==> config.mk <==
export PLATFORM = sky130hd
export DESIGN_NAME = tmsf_status
export DESIGN_NICKNAME = d
export VERILOG_FILES = /design/src/inc/tmsf_pkg.sv /design/src/rtl/tmsf_hyst_cmp.sv /design/src/rtl/tmsf_status.sv
export SDC_FILE = /design/constraint.sdc
export NUM_CORES = 1
export LEC_CHECK = 0
export BUFFER_PORTS_ARGS = -buffer_cell sky130_fd_sc_hd__buf_2
export CORE_MARGIN = 8
export CORE_UTILIZATION = 60
export CTS_CLUSTER_SIZE = 16
export DETAILED_ROUTE_END_ITERATION = 10
export GPL_ROUTABILITY_DRIVEN = 0
export HOLD_SLACK_MARGIN = 0.02
export PLACE_DENSITY = 0.88
export SLEW_MARGIN = 20
export SYNTH_ARGS = -nofsm -noshare
export SYNTH_HDL_FRONTEND = slang
export SYNTH_SLANG_ARGS = --single-unit
==> constraint.sdc <==
create_clock -name core_clk -period 5.8 [get_ports core_clk]
set_input_delay 0.87 -clock core_clk [delete_from_list [all_inputs] [get_ports core_clk]]
set_output_delay 0.87 -clock core_clk [all_outputs]
set_load 0.005 [all_outputs]
==> src/inc/tmsf_pkg.sv <==
// Package for the temperature monitor status flag block.
// Assumes a single 125 MHz core clock and an 8-bit register pointer from the bus engine.
package tmsf_pkg;
    // Register pointers.
    localparam logic [7:0] PTR_STATUS = 8'h02;
    localparam logic [7:0] PTR_HYST = 8'h21;
    localparam logic [7:0] PTR_CFG1_RD = 8'h03;
    localparam logic [7:0] PTR_CFG1_WR = 8'h09;
    // Reset values.
    localparam logic [7:0] HYST_RST = 8'h0a;
    localparam logic [7:0] CFG1_RST = 8'h00;
    localparam logic [7:0] STATUS_RST = 8'h00;
    // Configuration register 1 field positions.
    localparam int CFG1_MODE_BIT = 5;
    // Status bit positions, single-remote variant.
    localparam int ST_BUSY = 7;
    localparam int ST_LOCAL_HIGH_FLAG = 6;
    localparam int ST_LOCAL_LOW_FLAG = 5;
    localparam int ST_REMOTE_HIGH_FLAG = 4;
    localparam int ST_REMOTE_LOW_FLAG = 3;
    localparam int ST_OPEN = 2;
    localparam int ST_RCRIT = 1;
    localparam int ST_LCRIT = 0;
    // Status bit positions, dual-remote variant.
    localparam int ST_HIGH = 4;
    localparam int ST_LOW = 3;
    localparam int ST_CRIT = 1;
    // First conversion start after reset.
    localparam int CLK_MHZ = 125;
    localparam int START_DELAY_NS = 1000;
    localparam int START_DELAY_CYC = (START_DELAY_NS * CLK_MHZ) / 1000;
    // Channel indices.
    localparam int CH_LOCAL = 0;
    localparam int CH_REMOTE1 = 1;
    localparam int CH_REMOTE2 = 2;
    localparam int NUM_CH = 3;
    // Sequencer states.
    typedef enum logic [2:0] {
        SEQ_WAIT = 3'b001,
        SEQ_START = 3'b010,
        SEQ_CONV = 3'b100
    } tmsf_seq_t;
endpackage

==> src/rtl/tmsf_hyst_cmp.sv <==
// Live hysteresis comparator for one channel against one limit.
// Assumes temperature, limit and hysteresis are unsigned bytes and update
// only on the end-of-conversion strobe given to it.
`timescale 1ns/1ps
`default_nettype none
module tmsf_hyst_cmp #(
    parameter int W = 8
) (
    // Clock and reset
    input wire logic core_clk,
    input wire logic rst,
    // Conversion result
    input wire logic upd,
    input wire logic [W-1:0] temp,
    input wire logic [W-1:0] limit,
    input wire logic [W-1:0] hyst,
    // Comparator state
    output logic flag_ff
);
    logic [W:0] release_lvl;
    logic nxt_flag;

    // Release level saturates at zero so a large hysteresis cannot wrap.
    assign release_lvl = ({1'b0, limit} > {1'b0, hyst}) ?
        ({1'b0, limit} - {1'b0, hyst}) : '0;
    assign nxt_flag = flag_ff ? ({1'b0, temp} > release_lvl) : (temp > limit);

    // The flag moves only at the end of a conversion of this channel.
    always_ff @(posedge core_clk or posedge rst) begin
        if (rst) begin
            flag_ff <= 1'b0;
        end else if (upd) begin
            flag_ff <= nxt_flag;
        end
    end
endmodule
`default_nettype wire

==> src/rtl/tmsf_status.sv <==
// Status flags, hysteresis and alert logic of a remote/local temperature monitor.
// Assumes the bus engine gives pointer, write and read strobes, and that the
// converter reports per-channel end-of-conversion results and open detections.
// How it works
// - Status at pointer 02h, writes ignored
// - Single-remote bit layout, reset zero
// - Dual-remote merged layout, D6 D5 D0 zero
// - Busy mirrors converter activity
// - First conversion starts soon after reset
// - Open flag latches on remote conversion detect
// - Remote critical flag with hysteresis
// - Local critical flag with hysteresis
// - Alert mode: high flags latch
// - Comparator mode: high flags live with hysteresis
// - Low flags always latch
// - Read clears latched flag if condition gone
// - Live flags update per conversion, read-immune
// - Status read does not release alert
// - Single-remote alert on rising ORed high flags, ORed low flags, open
// - Dual critical flag from any channel
// - Dual high latches in alert mode
// - Dual high live in comparator mode
// - Dual low always latches
// - Dual alert on rising high, low, open
// - Hysteresis byte at 21h, reset 0Ah
// - Mode select is config 1 bit 5
`timescale 1ns/1ps
`default_nettype none
module tmsf_status #(
    parameter bit DUAL = 1'b0,
    parameter int W = 8
) (
    // Clock and reset
    input wire logic core_clk,
    input wire logic rst,
    // Register access from the bus engine
    input wire logic [7:0] reg_ptr,
    input wire logic reg_wr,
    input wire logic [7:0] reg_wdata,
    input wire logic reg_rd,
    output logic [7:0] reg_rdata,
    // Alert response address transaction completed
    input wire logic ara_done,
    // Converter handshake
    output logic conv_start,
    input wire logic conv_busy,
    // Per-channel conversion results
    input wire logic [tmsf_pkg::NUM_CH-1:0] ch_done,
    input wire logic [tmsf_pkg::NUM_CH-1:0] ch_remote_open,
    input wire logic [tmsf_pkg::NUM_CH*8-1:0] ch_temp,
    input wire logic [tmsf_pkg::NUM_CH*8-1:0] ch_high_lim,
    input wire logic [tmsf_pkg::NUM_CH*8-1:0] ch_low_lim,
    input wire logic [tmsf_pkg::NUM_CH*8-1:0] ch_crit_lim,
    // Pin and mode outputs
    output logic alert_output_pin_n,
    output logic high_limit_comparator_mode
);
    import tmsf_pkg::*;

    localparam int NCH = DUAL ? 3 : 2;

    logic [7:0] hyst_ff;
    logic [7:0] cfg1_ff;
    logic [7:0] rdata_ff;
    logic [7:0] nxt_rdata;
    logic [15:0] start_cnt_ff;
    tmsf_seq_t seq_ff;
    tmsf_seq_t nxt_seq;
    logic mode_cmp;
    logic status_rd;
    logic [NUM_CH-1:0] high_cmp;
    logic [NUM_CH-1:0] crit_cmp;
    logic [NUM_CH-1:0] high_hit;
    logic [NUM_CH-1:0] low_hit;
    logic [NUM_CH-1:0] high_now;
    logic [NUM_CH-1:0] low_now;
    logic [NUM_CH-1:0] high_lat_ff;
    logic [NUM_CH-1:0] low_lat_ff;
    logic [NUM_CH-1:0] nxt_high_lat;
    logic [NUM_CH-1:0] nxt_low_lat;
    logic open_ff;
    logic nxt_open;
    logic open_hit;
    logic [7:0] status_word;
    logic [2:0] alert_src;
    logic [2:0] alert_src_ff;
    logic alert_set;
    logic alert_ff;

    // Picks one byte lane out of a packed channel bus.
    function automatic logic [7:0] lane(input logic [NUM_CH*8-1:0] bus, input int ch);
        lane = bus[ch*8 +: 8];
    endfunction

    // Mode select decoding, zero for alert mode.
    assign mode_cmp = cfg1_ff[CFG1_MODE_BIT];
    assign high_limit_comparator_mode = mode_cmp;
    // Only a read at the status pointer touches the latches; writes there fall through.
    assign status_rd = reg_rd && (reg_ptr == PTR_STATUS);

    // Hysteresis and configuration registers, the only writable state here.
    always_ff @(posedge core_clk or posedge rst) begin
        if (rst) begin
            hyst_ff <= HYST_RST;
            cfg1_ff <= CFG1_RST;
        end else if (reg_wr) begin
            if (reg_ptr == PTR_HYST) begin
                hyst_ff <= reg_wdata;
            end
            if (reg_ptr == PTR_CFG1_WR) begin
                cfg1_ff <= reg_wdata;
            end
        end
    end

    // Per-channel live comparators: high limit and critical limit.
    genvar g;
    generate
        for (g = 0; g < NUM_CH; g++) begin : g_ch
            tmsf_hyst_cmp #(.W(8)) u_high (
                .core_clk(core_clk),
                .rst(rst),
                .upd(ch_done[g]),
                .temp(lane(ch_temp, g)),
                .limit(lane(ch_high_lim, g)),
                .hyst(hyst_ff),
                .flag_ff(high_cmp[g])
            );
            tmsf_hyst_cmp #(.W(8)) u_crit (
                .core_clk(core_clk),
                .rst(rst),
                .upd(ch_done[g]),
                .temp(lane(ch_temp, g)),
                .limit(lane(ch_crit_lim, g)),
                .hyst(hyst_ff),
                .flag_ff(crit_cmp[g])
            );
            // A crossing seen at the end of this channel's conversion.
            assign high_hit[g] = ch_done[g] && (g < NCH) &&
                (lane(ch_temp, g) > lane(ch_high_lim, g));
            assign low_hit[g] = ch_done[g] && (g < NCH) &&
                (lane(ch_temp, g) < lane(ch_low_lim, g));
        end
    endgenerate

    // Present condition, held from the latest conversion, used to block a clear.
    always_ff @(posedge core_clk or posedge rst) begin
        if (rst) begin
            high_now <= '0;
            low_now <= '0;
        end else begin
            for (int i = 0; i < NUM_CH; i++) begin
                if (ch_done[i]) begin
                    high_now[i] <= high_hit[i];
                    low_now[i] <= low_hit[i];
                end
            end
        end
    end

    // A new crossing wins over a clear in the same cycle; a read only clears
    // flags whose cause is gone.
    assign nxt_high_lat = high_hit |
        (high_lat_ff & ~(status_rd ? ~high_now : '0));
    assign nxt_low_lat = low_hit |
        (low_lat_ff & ~(status_rd ? ~low_now : '0));
    assign open_hit = |(ch_remote_open & ~(NUM_CH'(1) << CH_LOCAL));
    assign nxt_open = open_hit | (open_ff & ~status_rd);

    // Latched flags; the high latch is held clear in comparator mode.
    always_ff @(posedge core_clk or posedge rst) begin
        if (rst) begin
            high_lat_ff <= '0;
            low_lat_ff <= '0;
            open_ff <= 1'b0;
        end else begin
            high_lat_ff <= mode_cmp ? '0 : nxt_high_lat;
            low_lat_ff <= nxt_low_lat;
            open_ff <= nxt_open;
        end
    end

    // Status word assembly for the two variants.
    always_comb begin
        status_word = STATUS_RST;
        status_word[ST_BUSY] = conv_busy;
        status_word[ST_OPEN] = open_ff;
        if (DUAL) begin
            status_word[ST_HIGH] = mode_cmp ? |high_cmp : |high_lat_ff;
            status_word[ST_LOW] = |low_lat_ff;
            status_word[ST_CRIT] = |crit_cmp;
        end else begin
            status_word[ST_LOCAL_HIGH_FLAG] = mode_cmp ? high_cmp[CH_LOCAL] :
                high_lat_ff[CH_LOCAL];
            status_word[ST_REMOTE_HIGH_FLAG] = mode_cmp ? high_cmp[CH_REMOTE1] :
                high_lat_ff[CH_REMOTE1];
            status_word[ST_LOCAL_LOW_FLAG] = low_lat_ff[CH_LOCAL];
            status_word[ST_REMOTE_LOW_FLAG] = low_lat_ff[CH_REMOTE1];
            status_word[ST_RCRIT] = crit_cmp[CH_REMOTE1];
            status_word[ST_LCRIT] = crit_cmp[CH_LOCAL];
        end
    end

    // Read data mux; unmapped pointers read zero.
    assign nxt_rdata = (reg_ptr == PTR_STATUS) ? status_word :
        (reg_ptr == PTR_HYST) ? hyst_ff :
        (reg_ptr == PTR_CFG1_RD) ? cfg1_ff : 8'h00;

    // Read data is registered so it matches the status snapshot before clearing.
    always_ff @(posedge core_clk or posedge rst) begin
        if (rst) begin
            rdata_ff <= 8'h00;
        end else if (reg_rd) begin
            rdata_ff <= nxt_rdata;
        end
    end
    assign reg_rdata = rdata_ff;

    // Sources that pull the alert pin, as seen in the status word.
    assign alert_src = DUAL ?
        {status_word[ST_HIGH], status_word[ST_LOW], open_ff} :
        {status_word[ST_LOCAL_HIGH_FLAG] | status_word[ST_REMOTE_HIGH_FLAG],
         status_word[ST_LOCAL_LOW_FLAG] | status_word[ST_REMOTE_LOW_FLAG], open_ff};

    // Any zero-to-one change of a source in alert mode sets the alert.
    assign alert_set = !mode_cmp && |(alert_src & ~alert_src_ff);

    // Alert is held until an alert response; a status read has no say.
    always_ff @(posedge core_clk or posedge rst) begin
        if (rst) begin
            alert_src_ff <= 3'h0;
            alert_ff <= 1'b0;
        end else begin
            alert_src_ff <= alert_src;
            if (alert_set) begin
                alert_ff <= 1'b1;
            end else if (ara_done) begin
                alert_ff <= 1'b0;
            end
        end
    end

    // In comparator mode the pin follows the live high flags instead.
    assign alert_output_pin_n = mode_cmp ? ~(|high_cmp[NCH-1:0]) : ~alert_ff;

    // Start counter for the first conversion after reset.
    always_ff @(posedge core_clk or posedge rst) begin
        if (rst) begin
            start_cnt_ff <= 16'h0000;
        end else if (seq_ff == SEQ_WAIT) begin
            start_cnt_ff <= start_cnt_ff + 16'h0001;
        end
    end

    // Sequencer that kicks off the first conversion soon after reset.
    always_comb begin
        case (seq_ff)
            SEQ_WAIT: begin
                nxt_seq = (start_cnt_ff >= 16'(START_DELAY_CYC - 1)) ? SEQ_START : SEQ_WAIT;
            end
            SEQ_START: begin
                nxt_seq = SEQ_CONV;
            end
            SEQ_CONV: begin
                nxt_seq = SEQ_CONV;
            end
            default: begin
                nxt_seq = SEQ_WAIT;
            end
        endcase
    end

    always_ff @(posedge core_clk or posedge rst) begin
        if (rst) begin
            seq_ff <= SEQ_WAIT;
        end else begin
            seq_ff <= nxt_seq;
        end
    end
    assign conv_start = (seq_ff == SEQ_START);
endmodule
`default_nettype wire
==> impl_summary.md <==
Outcome
The flow ran to the end, and the final reports show no timing, DRC or antenna violations.

Synthesis
The share of synthesized flip-flops with an asynchronous set or reset is 100.0%. A synthesized cell averages 8.783 sq um. Summed over its instances, the top area cell type makes up 24.28% of the synthesized netlist area. The post-synth net total is between 900 and 1k.

The number of distinct library cells after synthesis is 56. For this run, the number of Yosys warnings is 0. The top flip-flop cell by instance count after synthesis is dfrtp_1.

After synthesis the netlist holds a flip-flop and latch count of 60. The biggest area consumer among synthesized cells is dfrtp_1. The number of enable-type register cells in the synthesized netlist is 0. In the post-synthesis netlist, the biggest area contributors are dfrtp_1, ha_1, inv_1, xnor2_1, nand2_1. After synthesis, the most frequently instantiated cells are ha_1, inv_1, nand2_1, dfrtp_1, nor2_1. The post-synthesis cell count is 669. The post-synthesis instance area is a little under 0.006 sq mm. The most used standard cell by instance count after synthesis is ha_1. The share of the Yosys chip area taken by registers is 25.62%.

Clocking
The setup fix buffers added after clock tree synthesis is 0. The clock input transition at the sequential cells of the worst setup and hold paths is 70 ps. The number of clock buffers added by TritonCTS is 9. For the worst-skew pair, the clock arrives at the later sink with an insertion delay of 350 ps.

The cell sitting at the root of the clock tree is a clkbuf_8. The number of buffers on the longest clock path is 2. The TritonCTS clock tree is yes.

CTS built an H-tree with a depth of 3. In this run, post-CTS hold repair placed 0 buffers. The number of gates resized after CTS was 0. CTS saw 60 sinks.

Hold path
The instance count along the most critical hold path is 0. In this run the most critical hold path is launched from open_ff. The path with the worst hold slack has its endpoint at alert_src_ff[0]. The worst hold path belongs to the class reg2reg.

Routing
The uppermost signal routing layer after detailed routing is met4. The number of DRC markers in iteration 0 is 291. After detailed routing, the number of vias per cell comes to 5.905.

The routed wire length on met3 is 1106 um. The detailed router placed 5409 vias in this run. The final routed DRC violation total is 0. The first-pass detailed-route iteration total is 5. The count of nets left with antenna violations once routing finished came out at 0.

Wire segments on met2 add up to 7685 um in the final route. The detailed router put a total of 6410 um of wire on met1. Summed over all layers, the routed wires come to 15760 um.

The routed wirelength normalized by instance count is 17.20 um.

Setup path
The capturing element type of the critical path is a flop. The largest fanout on the critical path is 7. The startpoint of the worst-slack reg-to-reg timing path is hyst_ff[1].

The worst endpoint required time is 6010 ps. The critical path is of the reg2reg type. Across all register-to-register paths, the minimum setup slack is 1660 ps. The startpoint type of the worst setup path is a flop. At the worst endpoint, the arrival time is 4350 ps. The number of cell instances on the worst register-to-register path is 13. The worst flop-to-flop path endpoint is g_ch[0].u_crit.flag_ff.

Floorplanning
The floorplan step set the die width to ~110 um. The initial standard-cell utilization of the core is between 60% and 70%. The I/O pin total is about 140. The floorplan step set the die height to 115.0 um. After floorplanning, the core was divided into 36 placement rows. The floorplan step defined a die boundary enclosing 0.01322 sq mm. The standard cell core area is 0.009639 sq mm.

Power and ir drop
The leakage power of the design is ~3.4 nW. The worst-case IR drop observed on VDD is 0.1713 mV. In this run the power density over the cells is 188.6 mW/mm^2.

STA
Setup violations remaining at the end of the flow were counted as 0. The worst slew margin relative to its limit is 50.91%. The pin slew with the least headroom to its limit is 736.4 ps. The portion of the clock cycle consumed by the worst path in the final layout is 71.39%. The top achievable clock speed is 241.5 MHz. The clock period minus final worst setup slack is a little over 4000 ps. Setup repair after global routing left no endpoint under its margin. The final sum of negative setup slack is 0 ps. The total count of max-transition violations in the final report is 0. Clock skew on the completed layout was measured at 9.383 ps. The hold violation total from the final report is 0.

GRT
Entering global routing, the biggest net connects 61 pins. The remaining global-route overflow is 0. The number of global-route vias before repair is 5676.

The wire length of the first global-routing pass is 25820 um. The number of antenna violations at the first check in global routing was 0. Global routing consumed, over all layers together, between 20% and 30% of the routing resources.

Finish
The post-route netlist has 18.90% of its cells at a drive strength greater than 1. The sequential cells in the finished layout cover a total of about 0.0015 sq mm. The number of antenna diodes in the final layout is 0. The final layout contains 1018 nets.

From synthesis to final layout, the design area changed by 14.54%. The area occupied by multi-input gates is 0.004085 sq mm. The number of non-filler instances in the completed layout is 916. Counting the fill cells in the layout gives 776.

Placed design
The total half-perimeter wirelength after legalization and detailed placement is 12850 um. During placement, the flow inserted port buffers numbering 100. The number of placed instances, taps included is 900.

Run
The max-cap check violation count is 0.
==> cells in the final DEF (no fill, tap or decap), types with 3 or more instances in the layout <==
| cell type | count |
|---|---|
| clkbuf_8 | 9 |
| nor3_1 | 6 |
| o31ai_1 | 3 |
| nand2b_1 | 6 |
| a21oi_1 | 37 |
| nor2b_1 | 17 |
| nand4_1 | 14 |
| o31a_1 | 4 |
| a211oi_1 | 7 |
| a2111oi_0 | 5 |
| a211o_1 | 4 |
| o21a_1 | 13 |
| o21ai_0 | 34 |
| fa_1 | 4 |
| nand3b_1 | 3 |
| inv_1 | 72 |
| and4_1 | 3 |
| o2111ai_1 | 4 |
| buf_2 | 100 |
| o221ai_1 | 3 |
| mux2_2 | 18 |
| or3_1 | 4 |
| a31oi_1 | 11 |
| o211ai_1 | 6 |
| dfstp_2 | 3 |
| a21boi_0 | 3 |
| xnor2_1 | 26 |
| nand3_1 | 18 |
| clkinv_2 | 3 |
| a22oi_1 | 8 |
| clkinvlp_4 | 3 |
| dfrtp_1 | 57 |
| and3_1 | 10 |
| nand2_1 | 60 |
| nor2_1 | 47 |
| ha_1 | 112 |
| xor2_1 | 5 |
| a21o_1 | 12 |
==> where the power goes <==
part / leakage (nW) / switching (mW) / internal, mW
Combinational: 2.51 / 0.229 / 0.186
Sequential: 0.749 / 0.0394 / 0.448
Clock: 0.0910 / 0.172 / 0.195
Total: 3.35 / 0.440 / 0.829
==> logic make-up after synthesis <==
logic type	Yosys count	share of synthesized area, %
flip-flops	60	25.62
adder cells (fa/ha/maj)	116	25.21
XOR/XNOR	31	4.621
AND/OR/NAND/NOR	201	17.44
AO/OA/AOI/OAI	167	18.80
buffers and inverters	76	4.855
multiplexers	18	3.450
==> worst max-delay path, cell delays in order, from the launching register on <==
cell	delay (ps)
dfstp_2	720
inv_1	230
ha_1	360
nor2b_1	150
o31ai_1	380
nand2_1	140
a31oi_1	370
nor2_1	180
o311ai_0	160
ha_1	340
a2111oi_0	420
o211ai_1	160
a221oi_1	260
nor3_1	110
==> final cells by class <==
cell class / instances / share of cell area [%]
clock buffer: 9 / 1.840
clock inverter: 7 / 1.004
inverter: 73 / 4.071
multi-input combinational: 533 / 60.70
sequential: 60 / 22.36
tap: 133 / 2.473
timing repair buffer: 101 / 7.548
==> sequential cells by signal, summed over array words and instances (netlist names), 3 cells and up <==
register      flops
reg_rdata         8
start_cnt_ff     16
seq_ff            3
hyst_ff           8
cfg1_ff           8
alert_src_ff      3
==> layer usage <==
layer	vias up	global-route usage [%]
met4	0	11.82
met1	2515	26.34
met5	-	0
met3	47	6.408
met2	197	42.40
li1	2650	-
==> how the worst max path moves through the flow <==
stage	end	slack (ps)	from
after floorplan	g_ch[0].u_crit.flag_ff	2320	ch_crit_lim[1]
after global placement	g_ch[0].u_crit.flag_ff	1870	hyst_ff[1]
after detailed placement	g_ch[0].u_crit.flag_ff	1710	ch_crit_lim[1]
after CTS	g_ch[0].u_crit.flag_ff	1720	hyst_ff[1]
after global routing	g_ch[0].u_crit.flag_ff	1460	hyst_ff[1]
final	g_ch[0].u_crit.flag_ff	1660	hyst_ff[1]
==> stage by stage <==
step	total power, mW	worst slack (ps)	util (%)	instance area, sq um	hold slack (ps)
floorplan	0.7589	2321	-	5876	394.0
detailed placement	0.9009	1714	67.83	6539	438.4
CTS	1.268	1715	69.82	6730	453.1
global route	1.349	1462	69.82	6730	465.5
finish	1.269	1659	69.82	6730	448.8
global placement	0.8735	1867	67.83	6539	432.6
No activity file was read; power rests on OpenSTA's default activity.
